File: config.mk
export PLATFORM = sky130hd
export DESIGN_NAME = bipu_priority_request_unit_flat
export DESIGN_NICKNAME = d
export VERILOG_FILES = /design/src/bipu_pkg.sv /design/src/bipu_if.sv /design/src/bipu_priority_request_unit.sv /design/src/flat_wrapper.sv
export SDC_FILE = /design/constraint.sdc
export NUM_CORES = 1
export LEC_CHECK = 0
export ABC_AREA = 1
export CORE_MARGIN = 2
export CORE_UTILIZATION = 45
export CTS_CLUSTER_SIZE = 40
export DETAILED_ROUTE_END_ITERATION = 8
export DONT_BUFFER_PORTS = 1
export PLACE_DENSITY = 0.65
export SYNTH_ARGS = -nofsm -noshare
export SYNTH_HDL_FRONTEND = slang
export SYNTH_SLANG_ARGS = --single-unit
File: constraint.sdc
create_clock -name mclk_i -period 11.91 [get_ports mclk_i]
set_input_delay 1.7865 -clock mclk_i [delete_from_list [all_inputs] [get_ports mclk_i]]
set_output_delay 1.7865 -clock mclk_i [all_outputs]
set_load 0.02 [all_outputs]
File: src/bipu_pkg.sv
// package of the board interrupt priority unit: commands, modes, offsets
// assumes both ends and the bench import it whole
package bipu_pkg;

  // ----------------------------------------------------------------
  // sizes
  // ----------------------------------------------------------------
  localparam int NSRC = 18;  // jumper-selectable sources
  localparam int NLVL = 8;   // request levels of the unit
  localparam int SELW = 5;   // width of one jumper select

  // source numbers seen on the jumper selects; values 18..31 mean open
  localparam logic [4:0] SRC_PAR_IN_FULL  = 5'h00;
  localparam logic [4:0] SRC_PAR_OUT_EMPT = 5'h01;
  localparam logic [4:0] SRC_SER_RX_RDY   = 5'h02;
  localparam logic [4:0] SRC_SER_TX_EMPT  = 5'h03;
  localparam logic [4:0] SRC_TIMER0       = 5'h04;
  localparam logic [4:0] SRC_TIMER1       = 5'h05;
  localparam logic [4:0] SRC_BUS_VEC0     = 5'h06;  // bus_vectored 0..7 at 06..0d
  localparam logic [4:0] SRC_PERIPH       = 5'h0e;
  localparam logic [4:0] SRC_POWER_FAIL   = 5'h0f;
  localparam logic [4:0] SRC_OPEN         = 5'h12;  // first value that routes nothing

  // ----------------------------------------------------------------
  // modes and commands
  // ----------------------------------------------------------------
  typedef enum logic [2:0] {MD_NESTED, MD_FULLY, MD_ROTATE, MD_SPECIFIC, MD_SMASK} bipu_mode_t;

  localparam logic [3:0] CMD_MODE   = 4'h1;  // arg[2:0] mode
  localparam logic [3:0] CMD_MASK   = 4'h2;  // arg = per-level mask, 1 blocks
  localparam logic [3:0] CMD_TRIG   = 4'h3;  // arg = per-level trigger, 1 edge, 0 level
  localparam logic [3:0] CMD_LOWEST = 4'h4;  // arg[2:0] lowest level, specific mode
  localparam logic [3:0] CMD_BASE   = 4'h5;  // arg[7:3] identifier base
  localparam logic [3:0] CMD_CASC   = 4'h6;  // arg = levels that carry a slave unit
  localparam logic [3:0] CMD_EOI    = 4'h7;  // end of service, highest level in service
  localparam logic [3:0] CMD_POLL   = 4'h8;  // poll, answered with found bit and level

  // ----------------------------------------------------------------
  // reset values
  // ----------------------------------------------------------------
  localparam logic [7:0] RST_MASK   = 8'hff;
  localparam logic [7:0] RST_TRIG   = 8'h00;
  localparam logic [2:0] RST_LOWEST = 3'h7;
  localparam logic [4:0] RST_BASE   = 5'h00;
  localparam int         POLL_FOUND = 7;     // bit of a poll answer

  // ----------------------------------------------------------------
  // processor-side register map and fields
  // ----------------------------------------------------------------
  localparam logic [3:0] ADDR_CTRL   = 4'h0;  // [0] maskable_request enable, [1] poll mode
  localparam logic [3:0] ADDR_CMD    = 4'h1;  // write [11:8] code, [7:0] arg
  localparam logic [3:0] ADDR_STATUS = 4'h2;  // sticky, write one to clear
  localparam logic [3:0] ADDR_IMASK  = 4'h3;
  localparam logic [3:0] ADDR_ID     = 4'h4;  // last identifier
  localparam logic [3:0] ADDR_VECTOR = 4'h5;  // last vector address
  localparam logic [3:0] ADDR_POLL   = 4'h6;  // last poll answer
  localparam int CTRL_IEN = 0;
  localparam int CTRL_POLL = 1;
  localparam int ST_VEC = 0;
  localparam int ST_POLL = 1;
  localparam int ST_NMI = 2;
  localparam int ST_SLV = 3;
  localparam int NST = 4;
  localparam logic [15:0] NMI_VECTOR = 16'h0008;

endpackage

File: src/bipu_if.sv
// link between the priority unit and the processor-side controller
// assumes one clock shared by both ends; the bench joins the two modports
`timescale 1ns/1ps
`default_nettype none

interface bipu_if;
  import bipu_pkg::*;
  logic       maskable_request;  // unit -> cpu, level
  logic       ack;               // cpu -> unit, one-cycle pulse
  logic       ans_valid;         // unit -> cpu, one-cycle pulse
  logic [7:0] ans_data;          // identifier or poll answer
  logic       cmd_valid;         // cpu -> unit, one-cycle pulse
  logic [3:0] cmd_code;
  logic [7:0] cmd_arg;

  modport dev (input ack, cmd_valid, cmd_code, cmd_arg,
               output maskable_request, ans_valid, ans_data);
  modport cpu (output ack, cmd_valid, cmd_code, cmd_arg,
               input maskable_request, ans_valid, ans_data);
endinterface

`default_nettype wire

File: src/bipu_priority_request_unit.sv
// priority_request_unit: routes 18 sources onto 8 levels and resolves them
// assumes a processor-side end on bipu_if and slave units on slave_id_i
//
// The address-and-strobe port and the placing of the registers are this design's own decisions.
`timescale 1ns/1ps
`default_nettype none

module bipu_priority_request_unit
  import bipu_pkg::*;
(
  input  wire logic                       mclk_i,
  input  wire logic                       rst_b_i,
  input  wire logic                       ce_i,
  input  wire logic [NSRC-1:0]            src_i,
  input  wire logic [NLVL-1:0][SELW-1:0]  jumper_i,
  input  wire logic [7:0]                 slave_id_i,
  output logic      [2:0]                 casc_sel_o,
  bipu_if.dev                             link
);

  // ----------------------------------------------------------------
  // state
  // ----------------------------------------------------------------
  typedef struct packed {
    logic [NSRC-1:0] s1, s2, s3, flt;
    logic [7:0]      prev, irr, isr, imr, trig, casc;
    bipu_mode_t      mode;
    logic [2:0]      lowest, last, win;
    logic [4:0]      base;
    logic            mreq, ans_valid;
    logic [7:0]      ans_data;
  } bipu_dev_st_t;

  bipu_dev_st_t q_ff, nxt_q;
  logic [7:0]   req;

  // first set bit walking up from start, wrapping; {found, level}
  function automatic logic [3:0] first_set(input logic [7:0] v, input logic [2:0] start);
    logic [3:0] r;
    logic [2:0] l;
    r = 4'h0;
    for (int i = 7; i >= 0; i--)
    begin
      l = start + 3'(i);
      if (v[l])
        r = {1'b1, l};
    end
    return r;
  endfunction

  // ----------------------------------------------------------------
  // jumper routing
  // ----------------------------------------------------------------
  // parallel, serial, counters, bus lines, all 18
  for (genvar g = 0; g < NLVL; g++)
  begin : g_route
    assign req[g] = (jumper_i[g] < SRC_OPEN) ? q_ff.flt[jumper_i[g]] : 1'b0;
  end

  // ----------------------------------------------------------------
  // next state
  // ----------------------------------------------------------------
  // priority start, candidates and blocking, all from registered state
  logic [2:0] start, cand, top, lvl;
  logic [3:0] fc, ft;
  logic [7:0] elig;
  logic       allow, take;
  always_comb
  begin
    nxt_q = q_ff;
    lvl   = 3'h0;
    take  = 1'b0;
    // source pins: three flops, accepted when the last two agree
    nxt_q.s1 = src_i;
    nxt_q.s2 = q_ff.s1;
    nxt_q.s3 = q_ff.s2;
    for (int i = 0; i < NSRC; i++)
    begin
      if (q_ff.s2[i] == q_ff.s3[i])
        nxt_q.flt[i] = q_ff.s3[i];
    end
    nxt_q.prev = req;
    // edge levels latch a rising edge, level levels follow the line
    for (int i = 0; i < NLVL; i++)
    begin
      if (q_ff.trig[i])
        nxt_q.irr[i] = q_ff.irr[i] | (req[i] & ~q_ff.prev[i]);
      else
        nxt_q.irr[i] = req[i];
    end
    // nested orders start at 0; rotate after last; after lowest
    case (q_ff.mode)
      MD_ROTATE:   start = q_ff.last + 3'h1;
      MD_SPECIFIC: start = q_ff.lowest + 3'h1;
      default:     start = 3'h0;
    endcase
    // special mask drops only levels in service
    elig = q_ff.irr & ~q_ff.imr & ((q_ff.mode == MD_SMASK) ? ~q_ff.isr : 8'hff);
    fc   = first_set(elig, start);
    ft   = first_set(q_ff.isr, start);
    cand = fc[2:0];
    top  = ft[2:0];
    // outside special mask, a candidate must outrank the highest level in service
    if (q_ff.mode == MD_SMASK)
      allow = fc[3];
    else
      allow = fc[3] && (!ft[3] || ((cand - start) < (top - start))
            // in fully nested mode a cascaded level in service stays open to its slave
            || (q_ff.mode == MD_FULLY && cand == top && q_ff.casc[cand]));
    // request held until acknowledged, then re-evaluated
    nxt_q.ans_valid = 1'b0;
    if (!q_ff.mreq)
    begin
      // one combined request toward the cpu
      nxt_q.mreq = allow;
      nxt_q.win  = cand;
    end
    // acknowledge answered with the winner's identifier
    if (link.ack && q_ff.mreq)
    begin
      take = 1'b1;
      lvl  = q_ff.win;
      nxt_q.mreq      = 1'b0;
      nxt_q.ans_valid = 1'b1;
      // a cascaded level takes its identifier from the slave
      nxt_q.ans_data  = q_ff.casc[lvl] ? slave_id_i : {q_ff.base, lvl};
    end
    // commands
    if (link.cmd_valid)
    begin
      case (link.cmd_code)
        CMD_MODE:   nxt_q.mode   = bipu_mode_t'(link.cmd_arg[2:0]);
        CMD_MASK:   nxt_q.imr    = link.cmd_arg;
        CMD_TRIG:   nxt_q.trig   = link.cmd_arg;
        CMD_LOWEST: nxt_q.lowest = link.cmd_arg[2:0];
        CMD_BASE:   nxt_q.base   = link.cmd_arg[7:3];
        CMD_CASC:   nxt_q.casc   = link.cmd_arg;
        CMD_EOI:
        begin
          if (ft[3])
          begin
            nxt_q.isr[top] = 1'b0;
            // serviced level drops to lowest until the next one
            if (q_ff.mode == MD_ROTATE)
              nxt_q.last = top;
          end
        end
        CMD_POLL:
        begin
          // poll answered with found flag and level; a hit is serviced
          if (!take)
          begin
            nxt_q.ans_valid = 1'b1;
            nxt_q.ans_data  = {allow, 4'h0, cand};
            if (allow)
            begin
              take = 1'b1;
              lvl  = cand;
              nxt_q.mreq = 1'b0;
            end
          end
        end
        default: ;
      endcase
    end
    // servicing moves a level into service; an edge request is consumed
    if (take)
    begin
      nxt_q.isr[lvl] = 1'b1;
      if (q_ff.trig[lvl])
        nxt_q.irr[lvl] = 1'b0;
    end
  end

  // ----------------------------------------------------------------
  // registers
  // ----------------------------------------------------------------
  // reset masks every level so nothing fires before software sets up
  always_ff @(posedge mclk_i or negedge rst_b_i)
  begin
    if (!rst_b_i)
    begin
      q_ff        <= '0;
      q_ff.imr    <= RST_MASK;
      q_ff.trig   <= RST_TRIG;
      q_ff.mode   <= MD_NESTED;
      q_ff.lowest <= RST_LOWEST;
      q_ff.last   <= RST_LOWEST;
      q_ff.base   <= RST_BASE;
    end
    else if (ce_i)
      q_ff <= nxt_q;
  end

  assign link.maskable_request = q_ff.mreq;
  assign link.ans_valid        = q_ff.ans_valid;
  assign link.ans_data         = q_ff.ans_data;
  assign casc_sel_o            = q_ff.win;

endmodule // bipu_priority_request_unit

`default_nettype wire

File: src/flat_wrapper.sv
// flat-port wrapper written by rule: the top's interface ports become plain ports
module bipu_priority_request_unit_flat import bipu_pkg::*;
  (mclk_i, rst_b_i, ce_i, src_i, jumper_i, slave_id_i, casc_sel_o, link_ack, link_cmd_valid, link_cmd_code, link_cmd_arg, link_maskable_request, link_ans_valid, link_ans_data);
  bipu_if link_i ();
  input  wire logic mclk_i;
  input  wire logic rst_b_i;
  input  wire logic ce_i;
  input  wire logic [NSRC-1:0] src_i;
  input  wire logic [NLVL-1:0][SELW-1:0] jumper_i;
  input  wire logic [7:0] slave_id_i;
  output logic      [2:0] casc_sel_o;
  input wire logic [$bits(link_i.ack)-1:0] link_ack;
  input wire logic [$bits(link_i.cmd_valid)-1:0] link_cmd_valid;
  input wire logic [$bits(link_i.cmd_code)-1:0] link_cmd_code;
  input wire logic [$bits(link_i.cmd_arg)-1:0] link_cmd_arg;
  output wire logic [$bits(link_i.maskable_request)-1:0] link_maskable_request;
  output wire logic [$bits(link_i.ans_valid)-1:0] link_ans_valid;
  output wire logic [$bits(link_i.ans_data)-1:0] link_ans_data;
  assign link_i.ack = link_ack;
  assign link_i.cmd_valid = link_cmd_valid;
  assign link_i.cmd_code = link_cmd_code;
  assign link_i.cmd_arg = link_cmd_arg;
  assign link_maskable_request = link_i.maskable_request;
  assign link_ans_valid = link_i.ans_valid;
  assign link_ans_data = link_i.ans_data;
  bipu_priority_request_unit u_core (.mclk_i(mclk_i), .rst_b_i(rst_b_i), .ce_i(ce_i), .src_i(src_i), .jumper_i(jumper_i), .slave_id_i(slave_id_i), .casc_sel_o(casc_sel_o), .link(link_i));
endmodule
Word-level counts from Yosys, hierarchy flattened
Index checks and enable logic that the tools add are counted.

Flip-flop bits (word level): 147. Memories kept: 0. Bits in latches: 0. Word-level logic and storage cells: 300. Input port bits: 83. Bits in read-only memories: 0. Output and inout port bits: 13. Memory bits (writable): 0.

Bitwise operators: 34. Mux-type cells: 123. Shift operators: 0. Eq/ne operators: 31. Order comparisons: 31. Add/subtract/negate cells: 11. Reductions and logical operators: 35. Multiply operators: 0. Divide/modulo/power cells: 0.

Operators by type and width (count): 2-to-1 mux 4 bit (16); 2-to-1 mux 8 bit (8); binary-select mux 1 bit (select 3 bit) (19); 2-to-1 mux 1 bit (53); less-than comparator 3 x 4 -> 1 bit, second input constant (12); less-than comparator 5 x 6 -> 1 bit, second input constant (8); 2-to-1 mux 41 bit (1); binary-select mux 1 bit (select 5 bit) (8); less-than comparator 5 bit, second input constant (8); 2-to-1 mux 10 bit (4); AND reduction 2 bit (19); AND 8 bit (4); inverter 8 bit (4); 2-to-1 mux 3 bit (10); == test 1 bit (18); AND reduction 3 bit (6); == test 4 x 3 -> 1 bit, second input constant (4); 2-to-1 mux 16 bit (1); adder 3 bit, second input constant (4); adder 3 x 1 -> 3 bit, second input constant (3); inverter 1 bit (9); AND 1 bit (8); == test 4 x 2 -> 1 bit, second input constant (2); bitwise OR 1 bit (8); other kinds (17) (28).

Longest topological paths before layout
Gate-level depths: netlist (run 1).

Word-level depth: 31. Depth in mapped cells: 45. Mapped depth without buffers: 43.

Worst setup path before layout (run 1)
No wires, ideal clock.

Path type: register -> register. Start: reg u_core.q_ff[26] in the netlist's numbering. End: reg u_core.q_ff[59] in the netlist's numbering. Setup slack: 6.825 ns. Arrival: 4.969 ns. Required time: 11.793 ns. Path buffers: 1. Setup time: 0.117 ns. Cell stages (with the launch flop): 45. Clock period less this slack: 5.085 ns. Cells stage by stage: dfrtp_1 -> inv_4 -> nand3_4 -> nand2_4 -> nand2_1 -> ha_1 -> inv_1 -> nor2_4 -> inv_2 -> buf_2 -> ha_1 -> inv_1 -> nand3_1 -> nand2_2 -> nand2_2 -> nand2_2 -> nor2_2 -> nand2_1 -> [9 not listed] -> xnor2_1 -> ha_1 -> nand2_1 -> inv_1 -> nand2_1 -> nand2_1 -> nand2_1 -> o21bai_4 -> nand3_2 -> nand2_4 -> nand2_2 -> nand2_1 -> nand3_2 -> nand2_2 -> nor2_4 -> nand2_1 -> nand2_1 -> nand2_1.

Word-level cells in the longest chain between the ends: 31. Elaborated cells between the ends (all ways): 94. Classes of those cells: add/sub (9); order compare (3); eq/ne (5); mux (67); bitwise (3); reduce/logical (7).

RTL lines: start: declaration (line bipu_priority_request_unit.sv:34) `bipu_dev_st_t q_ff, nxt_q;`; start signal: assignment (line bipu_priority_request_unit.sv:192) `q_ff <= nxt_q;`; == test 3 x 2 -> 1 bit / == test 3 bit (equally long branches) (line bipu_priority_request_unit.sv:92, bipu_priority_request_unit.sv:98, bipu_priority_request_unit.sv:104); case mux 3 bit (2 select lines) / 2-to-1 mux 8 bit (equally long branches) (line bipu_priority_request_unit.sv:92, bipu_priority_request_unit.sv:98); adder 3 bit / AND 8 bit (equally long branches) (line bipu_priority_request_unit.sv:44, bipu_priority_request_unit.sv:98); binary-select mux 1 bit (select 3 bit) (line bipu_priority_request_unit.sv:45) `if (v[l])`; 2-to-1 mux 1 bit (not written as such) (line bipu_priority_request_unit.sv:45); 2-to-1 mux 4 bit (8 in series) (line bipu_priority_request_unit.sv:45); subtractor 3 bit, or another cell as far along (line bipu_priority_request_unit.sv:107) `allow = fc[3] && (!ft[3] || ((cand - start) < (top - start))`; less-than comparator 3 bit, or another cell as far along (line bipu_priority_request_unit.sv:107); [8 not listed]; less-than comparator 3 x 4 -> 1 bit (not written as such) / >= comparator 3 x 1 -> 1 bit (equally long branches) (line bipu_priority_request_unit.sv:171) `nxt_q.irr[lvl] = 1'b0;`; logical AND 1 bit (not written as such) (line bipu_priority_request_unit.sv:171); 2-to-1 mux 1 bit (not written as such) (line bipu_priority_request_unit.sv:171); demux 1 bit (select 3 bit); inverter 8 bit (no line); AND 8 bit (no line); 2-to-1 mux 8 bit (line bipu_priority_request_unit.sv:170) `if (q_ff.trig[lvl])`; 2-to-1 mux 16 bit (*) (line bipu_priority_request_unit.sv:167) `if (take)`.

Mark *: on every way between the ends. The rest lies on a longest branch, timed or not. The select of a mux whose other input is x is not followed. A chain may end at the register's enable or synchronous reset.

Worst setup path in the final report (run 1)
Start: reg u_core.q_ff[26] in the netlist's numbering. End: reg u_core.q_ff[65] in the netlist's numbering.

Same word-level chain as after synthesis.

==> results.md, run 1 <==
* Status: finished, final reports clean
* Hold Crit Depth at 2
* DRT iter0 DRCs at 799
* Hold Crit Class: reg -> reg
* Setup violators final at 0
* Worst slack, placed at 5.66 ns
* Tcrit/Tclk final at 0.531
* Via/cell ratio at 5.55
* MaxCap Viol Count at 0
* Total GRT Usage at 0.236
* Yosys warnings at 0
* Leading area contributor after synthesis: dfrtp_1
* Critical path arrival at 6.64 ns
* Htree depth at 4
* Syn_area_per_cell at 6.76 sq um
* Final worst path period need at 6.32 ns
* Worst skew pair latency at 0.44 ns
* WS Path Type: reg -> reg
* Cts bufs inserted at 17
* Root buf cell: clkbuf_16
* CP max-delay cell: dfrtp_1
* Routed length per instance at 16.0 um
* Starting Density at 0.455
* Largest stage delay on the critical path at 0.56 ns
* Die area at 23100 sq um
* Max Fclk at 158 MHz
* Number of antenna diodes at 0
* Die Y at 152 um
* 1st-pass router iterations at 6
* Power per Cell Area at 209 nW/um^2
* Flops & latches, synth at 147
* Post-CTS setup buffer count at 0
* Critical Path RT at 12.23 ns
* Hpwl dp at 19.4 mm
* Slew Viols, Final at 0
* Most frequent CP cell: nand2_1
* Grt ovf at 0
* Initial antenna violation count at 0
* Syn nets at 1551
* Worst-path clk slew at 0.07 ns
* Seq/Total Area, Yosys at 0.374
* Leak Pwr at 5.16 nW
* Max VDD drop at 0.000112 V
* First-pass GRT wire length at 44.7 mm
* Synth Cell Area at 9880 sq um
* Core area at 21700 sq um
* IO Count at 96
* Setup tns final at 0 ns
* CTS tree: yes
* Die W at 152 um
* Unrepaired setup endpoints after global routing: false
* FP Rows at 54
* Post-Syn Instances at 1462
* Share of post-route cells with drive strength above 1 at 0.0820
* Crit. End Element: register
* Final nets at 1491
* Residual DRC at 0
* WL final at 27.1 mm
* Post-CTS Hold Buffers at 0
* Worst-path maximum fanout at 17
* Area Overhead vs Synth at 5.54%
* Final number of hold-violating endpoints at 0
* Synth area leaders: dfrtp_1 (34%), nand2_1 (20%), o21ai_0 (9.6%), inv_1 (4.7%), nand3_1 (4.7%)
* Worst slew margin at 0.353
* Worst Skew at 0.0136 ns
* Largest net degree at the start of global routing at 148
* Post-CTS sizing at 0
* R2r worst-path depth at 43
* Synth top area share at 0.337
* Crit start category: register
* Vias in the first global route at 8881
* CTS max path bufs at 2
* DR vias at 9410
* IO Port Bufs at 0
* Post-synth cell types at 46
* Slew @ Worst Pin at 0.959 ns
* Final worst setup slack at 5.59 ns
* RD Place Congestion at 0.910
* Sink Count at 147
* Routed Antenna Nets at 0
-- path summary, 6_finish.rpt --
kind                                      endpoint  slack (ns)         startpoint
max reg2reg                        u_core.q_ff[65]        5.59    u_core.q_ff[26]
max                                u_core.q_ff[65]        5.59    u_core.q_ff[26]
min reg2reg                      u_core.nxt_q[109]        0.48  u_core.nxt_q[109]
min                              u_core.nxt_q[109]        0.48  u_core.nxt_q[109]
min in group asynchronous  u_core.link.ans_data[4]        1.04            rst_b_i
max in group asynchronous          u_core.q_ff[45]       10.59            rst_b_i
-- Yosys cell counts, drive strengths merged --
master         n
nor3          13
nand3b         1
inv          136
nand4         13
a31oi          7
nor2          85
a32oi          1
o21bai         1
dfstp         14
xor2           1
o21a           1
clkbuf        52
a22oi          1
o21ai        192
dfrtp        133
o311ai         7
fa             2
nand3        104
a21o           1
buf           27
clkinv         1
dlygate4sd1    1
mux2           1
xnor2          1
a311oi        10
nand2        544
o211ai        40
ha             4
a21oi         66
nor4           2
-- final cells by class --
type,count,area [sq um]
inverters,137,519
clock inverters,15,180
clock buffers,17,425
well taps,280,350
fillers,2151,11300
multi-input cells,1098,5250
repair buffers,1,7.51
flip-flops and latches,147,3700
-- through the flow --
step	std cells	hold WS, ns	power [mW]	utilization	cell area [sq um]
after floorplan	1462	0.442	1.46	-	9880
after global placement	1663	0.456	1.62	0.453	9820
after detailed placement	1663	0.463	1.64	0.453	9820
after CTS	1695	0.482	2.18	0.481	10400
after global routing	1695	0.506	2.35	0.481	10400
final	1695	0.476	2.18	0.481	10400
-- kinds of logic (layout without fill, tap and decap cells) --
| kind of cell | after synthesis | after routing | share of synthesized area |
|---|---|---|---|
| multiplexers | 1 | 1 | 0.00114 |
| AND/OR/NAND/NOR | 762 | 762 | 0.333 |
| flip-flops | 147 | 147 | 0.374 |
| XOR/XNOR | 2 | 2 | 0.00177 |
| AO/OA/AOI/OAI | 327 | 327 | 0.186 |
| adder cells (fa/ha/maj) | 6 | 6 | 0.00912 |
| buffers and inverters | 217 | 170 | 0.0948 |
-- layer usage --
layer  vias to the layer above  global-route usage  wire (um)
met5                         -                   0          0
met4                         0              0.0663        486
met3                        42              0.0432       1610
met2                       307               0.402      13100
met1                      4392               0.308      11900
li1                       4669                   -          -
-- sequential cells by signal, summed over array words and instances (netlist names) --
signal and cells:
u_core.link.ans_data 8, u_core.nxt_q 36, u_core.link.maskable_request 1, u_core.link.ans_valid 1, u_core.q_ff 98, u_core.casc_sel_o 3
-- power by group --
group | internal [mW] | switching [mW] | total (mW) | leakage, nW
sequential | 0.597 | 0.126 | 0.722 | 1.81
clock | 0.284 | 0.257 | 0.541 | 0.292
combinational | 0.303 | 0.611 | 0.914 | 3.06
total | 1.18 | 0.993 | 2.18 | 5.16
-- cell usage in the layout (no fill, tap or decap), types with 12 or more instances in the layout --
| master | count |
|---|---|
| o211ai_1 | 40 |
| nand2_1 | 516 |
| dfstp_2 | 14 |
| nor3_1 | 13 |
| inv_1 | 124 |
| nand2_2 | 21 |
| nand3_1 | 92 |
| nand4_1 | 12 |
| a21oi_1 | 65 |
| nor2_1 | 73 |
| dfrtp_1 | 133 |
| clkbuf_16 | 17 |
| o21ai_0 | 189 |
-- worst max-delay path: cells and delay by family, from the launching register on --
family,cells,cell delay (ns)
simple gates,31,2.94
fa+ha+maj,4,1.53
buf+inv,6,0.83
flops,1,0.56
compound gates,1,0.18
xor+xnor,1,0.14
No activity file was read; power rests on OpenSTA's default activity.
==> run 2: changes to the inputs <==
==> constraint.sdc (replaced) <==
create_clock -name mclk_i -period 6.5 [get_ports mclk_i]
set_input_delay 0.975 -clock mclk_i [delete_from_list [all_inputs] [get_ports mclk_i]]
set_output_delay 0.975 -clock mclk_i [all_outputs]
set_load 0.02 [all_outputs]
==> results.md, run 2 (synthesis gave the netlist of run 1 again) <==
* Critical Path RT at 6.82 ns (-5.41 ns)
* Comb pwr share at 0.418 (-0.002)
* Hpwl dp at 19.3 mm (-0.45%)
* 1st-pass router iterations at 7 (+1)
* Final worst path period need at 5.72 ns (-0.607 ns)
* DR vias at 9284 (-1.3%)
* Power per Cell Area at 381 nW/um^2 (+83%)
* Sink Count at 147 (unchanged)
* First-pass GRT wire length at 44.2 mm (-1.1%)
* Root buf cell: clkbuf_16
* Via/cell ratio at 5.47 (-1.5%)
* Clock power frac at 0.249 (about the same)
* Biggest register: u_core.q_ff
* Htree depth at 4 (unchanged)
* Crit start category: register
* Reg2reg end: u_core.q_ff[61]
* Starting Density at 0.455 (unchanged)
* Most common cell after layout, fill and taps aside: nand2_1
* Int Pwr at 2.17 mW (+83%)
* Hold Crit Class: in -> async
* WS Path Type: reg -> reg
* Setup violators final at 0 (unchanged)
* Worst R2R Setup Slack at 0.78 ns (-4.80 ns)
* Most frequent cells in the layout: nand2_1 (516), o21ai_0 (189), dfrtp_1 (133)
* RR Startpoint: u_core.q_ff[26]
* Tcrit/Tclk final at 0.879 (+0.348)
* Grt ovf at 0 (unchanged)
* Die W at 152 um (unchanged)
* CTS max path bufs at 2 (unchanged)
* Setup tns final at 0 ns (unchanged)
* Slew Viols, Final at 0 (unchanged)
* IO Count at 96 (unchanged)
* Most frequent CP cell: nand2_1
* Max reg flops at 98 (unchanged)
* Leak Pwr at 5.16 nW (+0.12%)
* Number of antenna diodes at 0 (unchanged)
* CP max-delay cell: dfrtp_1
* Die area at 23100 sq um (unchanged)
* WL final at 26.9 mm (-0.47%)
* Reg power frac at 0.333 (about the same)
* Cts bufs inserted at 17 (unchanged)
* Post-placement cell count at 1665 (+0.12%)
* Largest net degree at the start of global routing at 148 (unchanged)
* Critical path arrival at 6.04 ns (-0.60 ns)
* Unrepaired setup endpoints after global routing: false
* Final nets at 1493 (+0.13%)
* Routed Antenna Nets at 0 (unchanged)
* Max Fclk at 175 MHz (+11%)
* Worst hold slack at 0.226 ns (-0.251 ns)
* Worst-path maximum fanout at 13 (-4)
* Status: finished, final reports clean
* FP Rows at 54 (unchanged)
* Worst Skew at 0.0125 ns (-0.00108 ns)
* CTS tree: yes
* Post-CTS sizing at 0 (unchanged)
* Routed length per instance at 15.9 um (-0.59%)
* Post-CTS Hold Buffers at 0 (unchanged)
* Fill cells at 2189 (+1.8%)
* Worst skew pair latency at 0.44 ns (about the same)
* Max VDD drop at 0.000214 V (+92%)
* Vias in the first global route at 8730 (-1.7%)
* P_sw at 1.81 mW (+82%)
* R2r worst-path depth at 43 (unchanged)
* Initial antenna violation count at 0 (unchanged)
* Crit. End Element: register
* Core area at 21700 sq um (unchanged)
* Share of post-route cells with drive strength above 1 at 0.0833 (+0.00130)
* Area Overhead vs Synth at 5.73%
* Total GRT Usage at 0.234 (-0.00221)
* RD Place Congestion at 0.920 (+1.0%)
* Final number of hold-violating endpoints at 0 (unchanged)
* Slew @ Worst Pin at 0.967 ns (+0.00858 ns)
* Fin cells at 1697 (+0.12%)
* IO Port Bufs at 0 (unchanged)
* Sw Ratio at 0.455 (-0.00106)
* Worst-path clk slew at 0.07 ns (about the same)
* Die Y at 152 um (unchanged)
* Largest stage delay on the critical path at 0.56 ns (about the same)
* MaxCap Viol Count at 0 (unchanged)
* Worst slew margin at 0.354 (+0.00145)
* Residual DRC at 0 (unchanged)
* Post-CTS setup buffer count at 0 (unchanged)
* DRT iter0 DRCs at 863 (+8.0%)
## run 2: cell count changes in the layout (fill, tap and decap cells not counted), sizes merged
cell / previous run / this run
inv: 144 / 142
clkinvlp: 1 / 2
buf: 1 / 3
clkinv: 7 / 8
## run 2: worst max-delay path, delay by kind of cell, from the launching register on
kind | cells | cell delay [ns]
buffers and inverters | 6 | 0.60
adder cells (fa/ha/maj) | 4 | 1.48
AND/OR/NAND/NOR | 31 | 2.65
AO/OA/AOI/OAI | 1 | 0.18
XOR/XNOR | 1 | 0.14
flip-flops | 1 | 0.56
## run 2: layout make-up
cell class	instances	area, sq um	share of cell area
multi-input combinational	1098	5250	0.502
sequential	147	3700	0.354
inverter	137	519	0.0497
clock buffer	17	425	0.0407
tap	280	350	0.0335
clock inverter	15	184	0.0176
timing repair buffer	3	22.5	0.00216
## run 2: per-layer routing
metal  GRT usage  wire length, um
met2       0.393            12800
met5           0                0
met4      0.0685              556
met3      0.0412             1410
met1       0.310            12100
## run 2: power by group through the flow
stage | sequential [mW] | clock (mW) | combinational (mW)
after floorplan | 1.20 | 0 | 1.46
after global placement | 1.33 | 0 | 1.63
after detailed placement | 1.34 | 0 | 1.65
after CTS | 1.32 | 1.01 | 1.66
after global routing | 1.35 | 1.05 | 1.91
final | 1.32 | 0.992 | 1.66
## run 2: worst max path at each step
stage	startpoint	to	slack [ns]	cells past startpoint
after floorplan	u_core.q_ff[26]	u_core.q_ff[59]	1.41	44
after global placement	u_core.q_ff[26]	u_core.q_ff[65]	1.04	43
after detailed placement	u_core.q_ff[26]	u_core.q_ff[61]	0.86	43
after CTS	u_core.q_ff[26]	u_core.q_ff[61]	0.83	43
after global routing	u_core.q_ff[26]	u_core.q_ff[60]	0.15	43
final	u_core.q_ff[26]	u_core.q_ff[61]	0.78	43
## run 2: through the flow
| stage | power [mW] | instance area (sq um) | utilization | worst slack [ns] |
|---|---|---|---|---|
| floorplan | 2.67 | 9880 | - | 1.41 |
| global placement | 2.96 | 9830 | 0.453 | 1.04 |
| detailed placement | 2.99 | 9830 | 0.453 | 0.857 |
| CTS | 3.99 | 10400 | 0.481 | 0.831 |
| global route | 4.31 | 10400 | 0.481 | 0.150 |
| finish | 3.98 | 10400 | 0.481 | 0.784 |
==> run 3: changes to the inputs <==
--- a/config.mk
+++ b/config.mk
@@ -7,11 +7,11 @@
 export LEC_CHECK = 0
 export ABC_AREA = 1
 export CORE_MARGIN = 2
-export CORE_UTILIZATION = 45
+export CORE_UTILIZATION = 60
 export CTS_CLUSTER_SIZE = 40
 export DETAILED_ROUTE_END_ITERATION = 8
 export DONT_BUFFER_PORTS = 1
-export PLACE_DENSITY = 0.65
+export PLACE_DENSITY = 0.81
 export SYNTH_ARGS = -nofsm -noshare
 export SYNTH_HDL_FRONTEND = slang
 export SYNTH_SLANG_ARGS = --single-unit
==> results.md, run 3 (synthesis gave the netlist of run 1 again) <==
* Status: finished, final reports clean
* Die area at 17500 sq um (-24%)
* Initial antenna violation count at 0 (unchanged)
* RR Startpoint: u_core.q_ff[26]
* Number of antenna diodes at 0 (unchanged)
* Vias in the first global route at 8882 (+1.7%)
* Slew Viols, Final at 0 (unchanged)
* Largest stage delay on the critical path at 0.56 ns (about the same)
* Crit. End Element: register
* Routed Antenna Nets at 0 (unchanged)
* Final number of hold-violating endpoints at 0 (unchanged)
* Worst slew margin at 0.370 (+0.0155)
* Worst slack, placed at 0.715 ns (-0.142 ns)
* Final nets at 1492 (-0.067%)
* Via/cell ratio at 5.83 (+6.5%)
* Worst Skew at 0.00990 ns (-0.00264 ns)
* Starting Density at 0.617 (+0.162)
* Die Y at 132 um (-13%)
* FP Rows at 46 (-15%)
* CTS max path bufs at 2 (unchanged)
* Critical Path RT at 6.82 ns (about the same)
* R2r worst-path depth at 43 (unchanged)
* CP max-delay cell: dfrtp_1
* Hpwl dp at 18.2 mm (-5.8%)
* Most common cell after layout, fill and taps aside: nand2_1
* Power per Cell Area at 386 nW/um^2 (+1.3%)
* Final worst setup slack at 0.588 ns (-0.197 ns)
* Post-CTS setup buffer count at 0 (unchanged)
* Fill cells at 1444 (-34%)
* Tcrit/Tclk final at 0.910 (+0.0303)
* Routed length per instance at 15.8 um (-0.33%)
* Slew @ Worst Pin at 0.946 ns (-0.0218 ns)
* Max reg flops at 98 (unchanged)
* Worst-path clk slew at 0.07 ns (about the same)
* Biggest register: u_core.q_ff
* Critical path arrival at 6.23 ns (+0.19 ns)
* Setup tns final at 0 ns (unchanged)
* Root buf cell: clkbuf_16
* Setup violators final at 0 (unchanged)
* WS Path Type: reg -> reg
* IO Count at 96 (unchanged)
* DRT iter0 DRCs at 818 (-5.2%)
* Unrepaired setup endpoints after global routing: false
* Most frequent CP cell: nand2_1
* Most frequent cells in the layout: nand2_1 (516), o21ai_0 (189), dfrtp_1 (133)
* Hold Crit Class: in -> async
* Largest net degree at the start of global routing at 148 (unchanged)
* Reg2reg end: u_core.q_ff[62]
* Final worst path period need at 5.91 ns (+0.197 ns)
* Worst skew pair latency at 0.43 ns (about the same)
* First-pass GRT wire length at 42.6 mm (-3.7%)
* Worst-path maximum fanout at 17 (+4)
* Die W at 132 um (-13%)
* Area Overhead vs Synth at 5.08%
* RD Place Congestion at 0.915 (-0.53%)
* Max VDD drop at 0.000249 V (+16%)
* Sink Count at 147 (unchanged)
* DR vias at 9509 (+2.4%)
* Core area at 16000 sq um (-26%)
* Worst R2R Setup Slack at 0.59 ns (-0.20 ns)
* MaxCap Viol Count at 0 (unchanged)
* Total GRT Usage at 0.298 (+0.0647)
* Cts bufs inserted at 17 (unchanged)
* Residual DRC at 0 (unchanged)
* Htree depth at 4 (unchanged)
* Share of post-route cells with drive strength above 1 at 0.0826 (-0.000647)
* CTS tree: yes
* Max Fclk at 169 MHz (-3.3%)
* Crit start category: register
* Grt ovf at 0 (unchanged)
* Post-CTS Hold Buffers at 0 (unchanged)
* WL final at 25.8 mm (-4.2%)
* 1st-pass router iterations at 5 (-2)
* Post-CTS sizing at 0 (unchanged)
* IO Port Bufs at 0 (unchanged)
* Leak Pwr at 5.18 nW (+0.28%)
## run 3: cell types whose count changed in the layout (fill, tap and decap cells not counted)
cell / delta
clkinvlp_4: -2
buf_4: -1
bufinv_16: +1
inv_6: +1
## run 3: per-stage QoR
step                      hold WS [ns]  total power, mW  cells  instance area, sq um   util
after floorplan                  0.442             2.67   1462                  9880      -
after global placement           0.458             2.92   1600                  9750  0.609
after detailed placement         0.459             2.97   1600                  9750  0.609
after CTS                        0.221             3.99   1632                 10400  0.649
after global routing             0.217             4.31   1632                 10400  0.649
final                            0.235             4.01   1632                 10400  0.649
## run 3: worst max-delay path by stage
stage / startpoint / endpoint / slack [ns] / cells after the start
2_1_floorplan: u_core.q_ff[26] / u_core.q_ff[59] / 1.41 / 44
3_3_place_gp: u_core.q_ff[26] / u_core.q_ff[61] / 0.94 / 43
3_5_place_dp: u_core.q_ff[26] / u_core.q_ff[63] / 0.72 / 43
4_1_cts: u_core.q_ff[26] / u_core.q_ff[62] / 0.65 / 43
5_1_grt: u_core.q_ff[26] / u_core.q_ff[60] / 0.09 / 43
6_report: u_core.q_ff[26] / u_core.q_ff[62] / 0.59 / 43
## run 3: worst max-delay path, delay by kind of cell (launching register included)
| kind | cells | cell delay (ns) |
|---|---|---|
| adders and majority gates | 4 | 1.48 |
| DFF | 1 | 0.56 |
| xor gates and xnor gates | 1 | 0.14 |
| and+or+nand+nor | 31 | 2.71 |
| buffers and inverters | 6 | 0.71 |
| AOI/OAI and AO/OA | 1 | 0.18 |
## run 3: per-layer routing
layer  GRT usage  wire length, um  up-vias  part of all wire
met5           0                0        -                 0
met4      0.0938              485        0             0.019
met3      0.0634             1930       51             0.075
met2       0.510            12700      383              0.49
met1       0.381            10700     4402              0.41
li1            -                -     4673                 -
## run 3: where the power goes
part	internal, mW	switching (mW)	leakage (nW)	total [mW]
Sequential	1.09	0.233	1.81	1.33
Clock	0.560	0.451	0.307	1.01
Combinational	0.555	1.11	3.06	1.67
Total	2.21	1.80	5.18	4.01
## run 3: cell type report
class	count	area, sq um	area share
inverter	137	519	0.0500
clock inverter	15	208	0.0200
timing repair buffer	2	15.0	0.00145
multi-input combinational	1098	5250	0.505
clock buffer	17	425	0.0410
tap	216	270	0.0260
sequential	147	3700	0.356
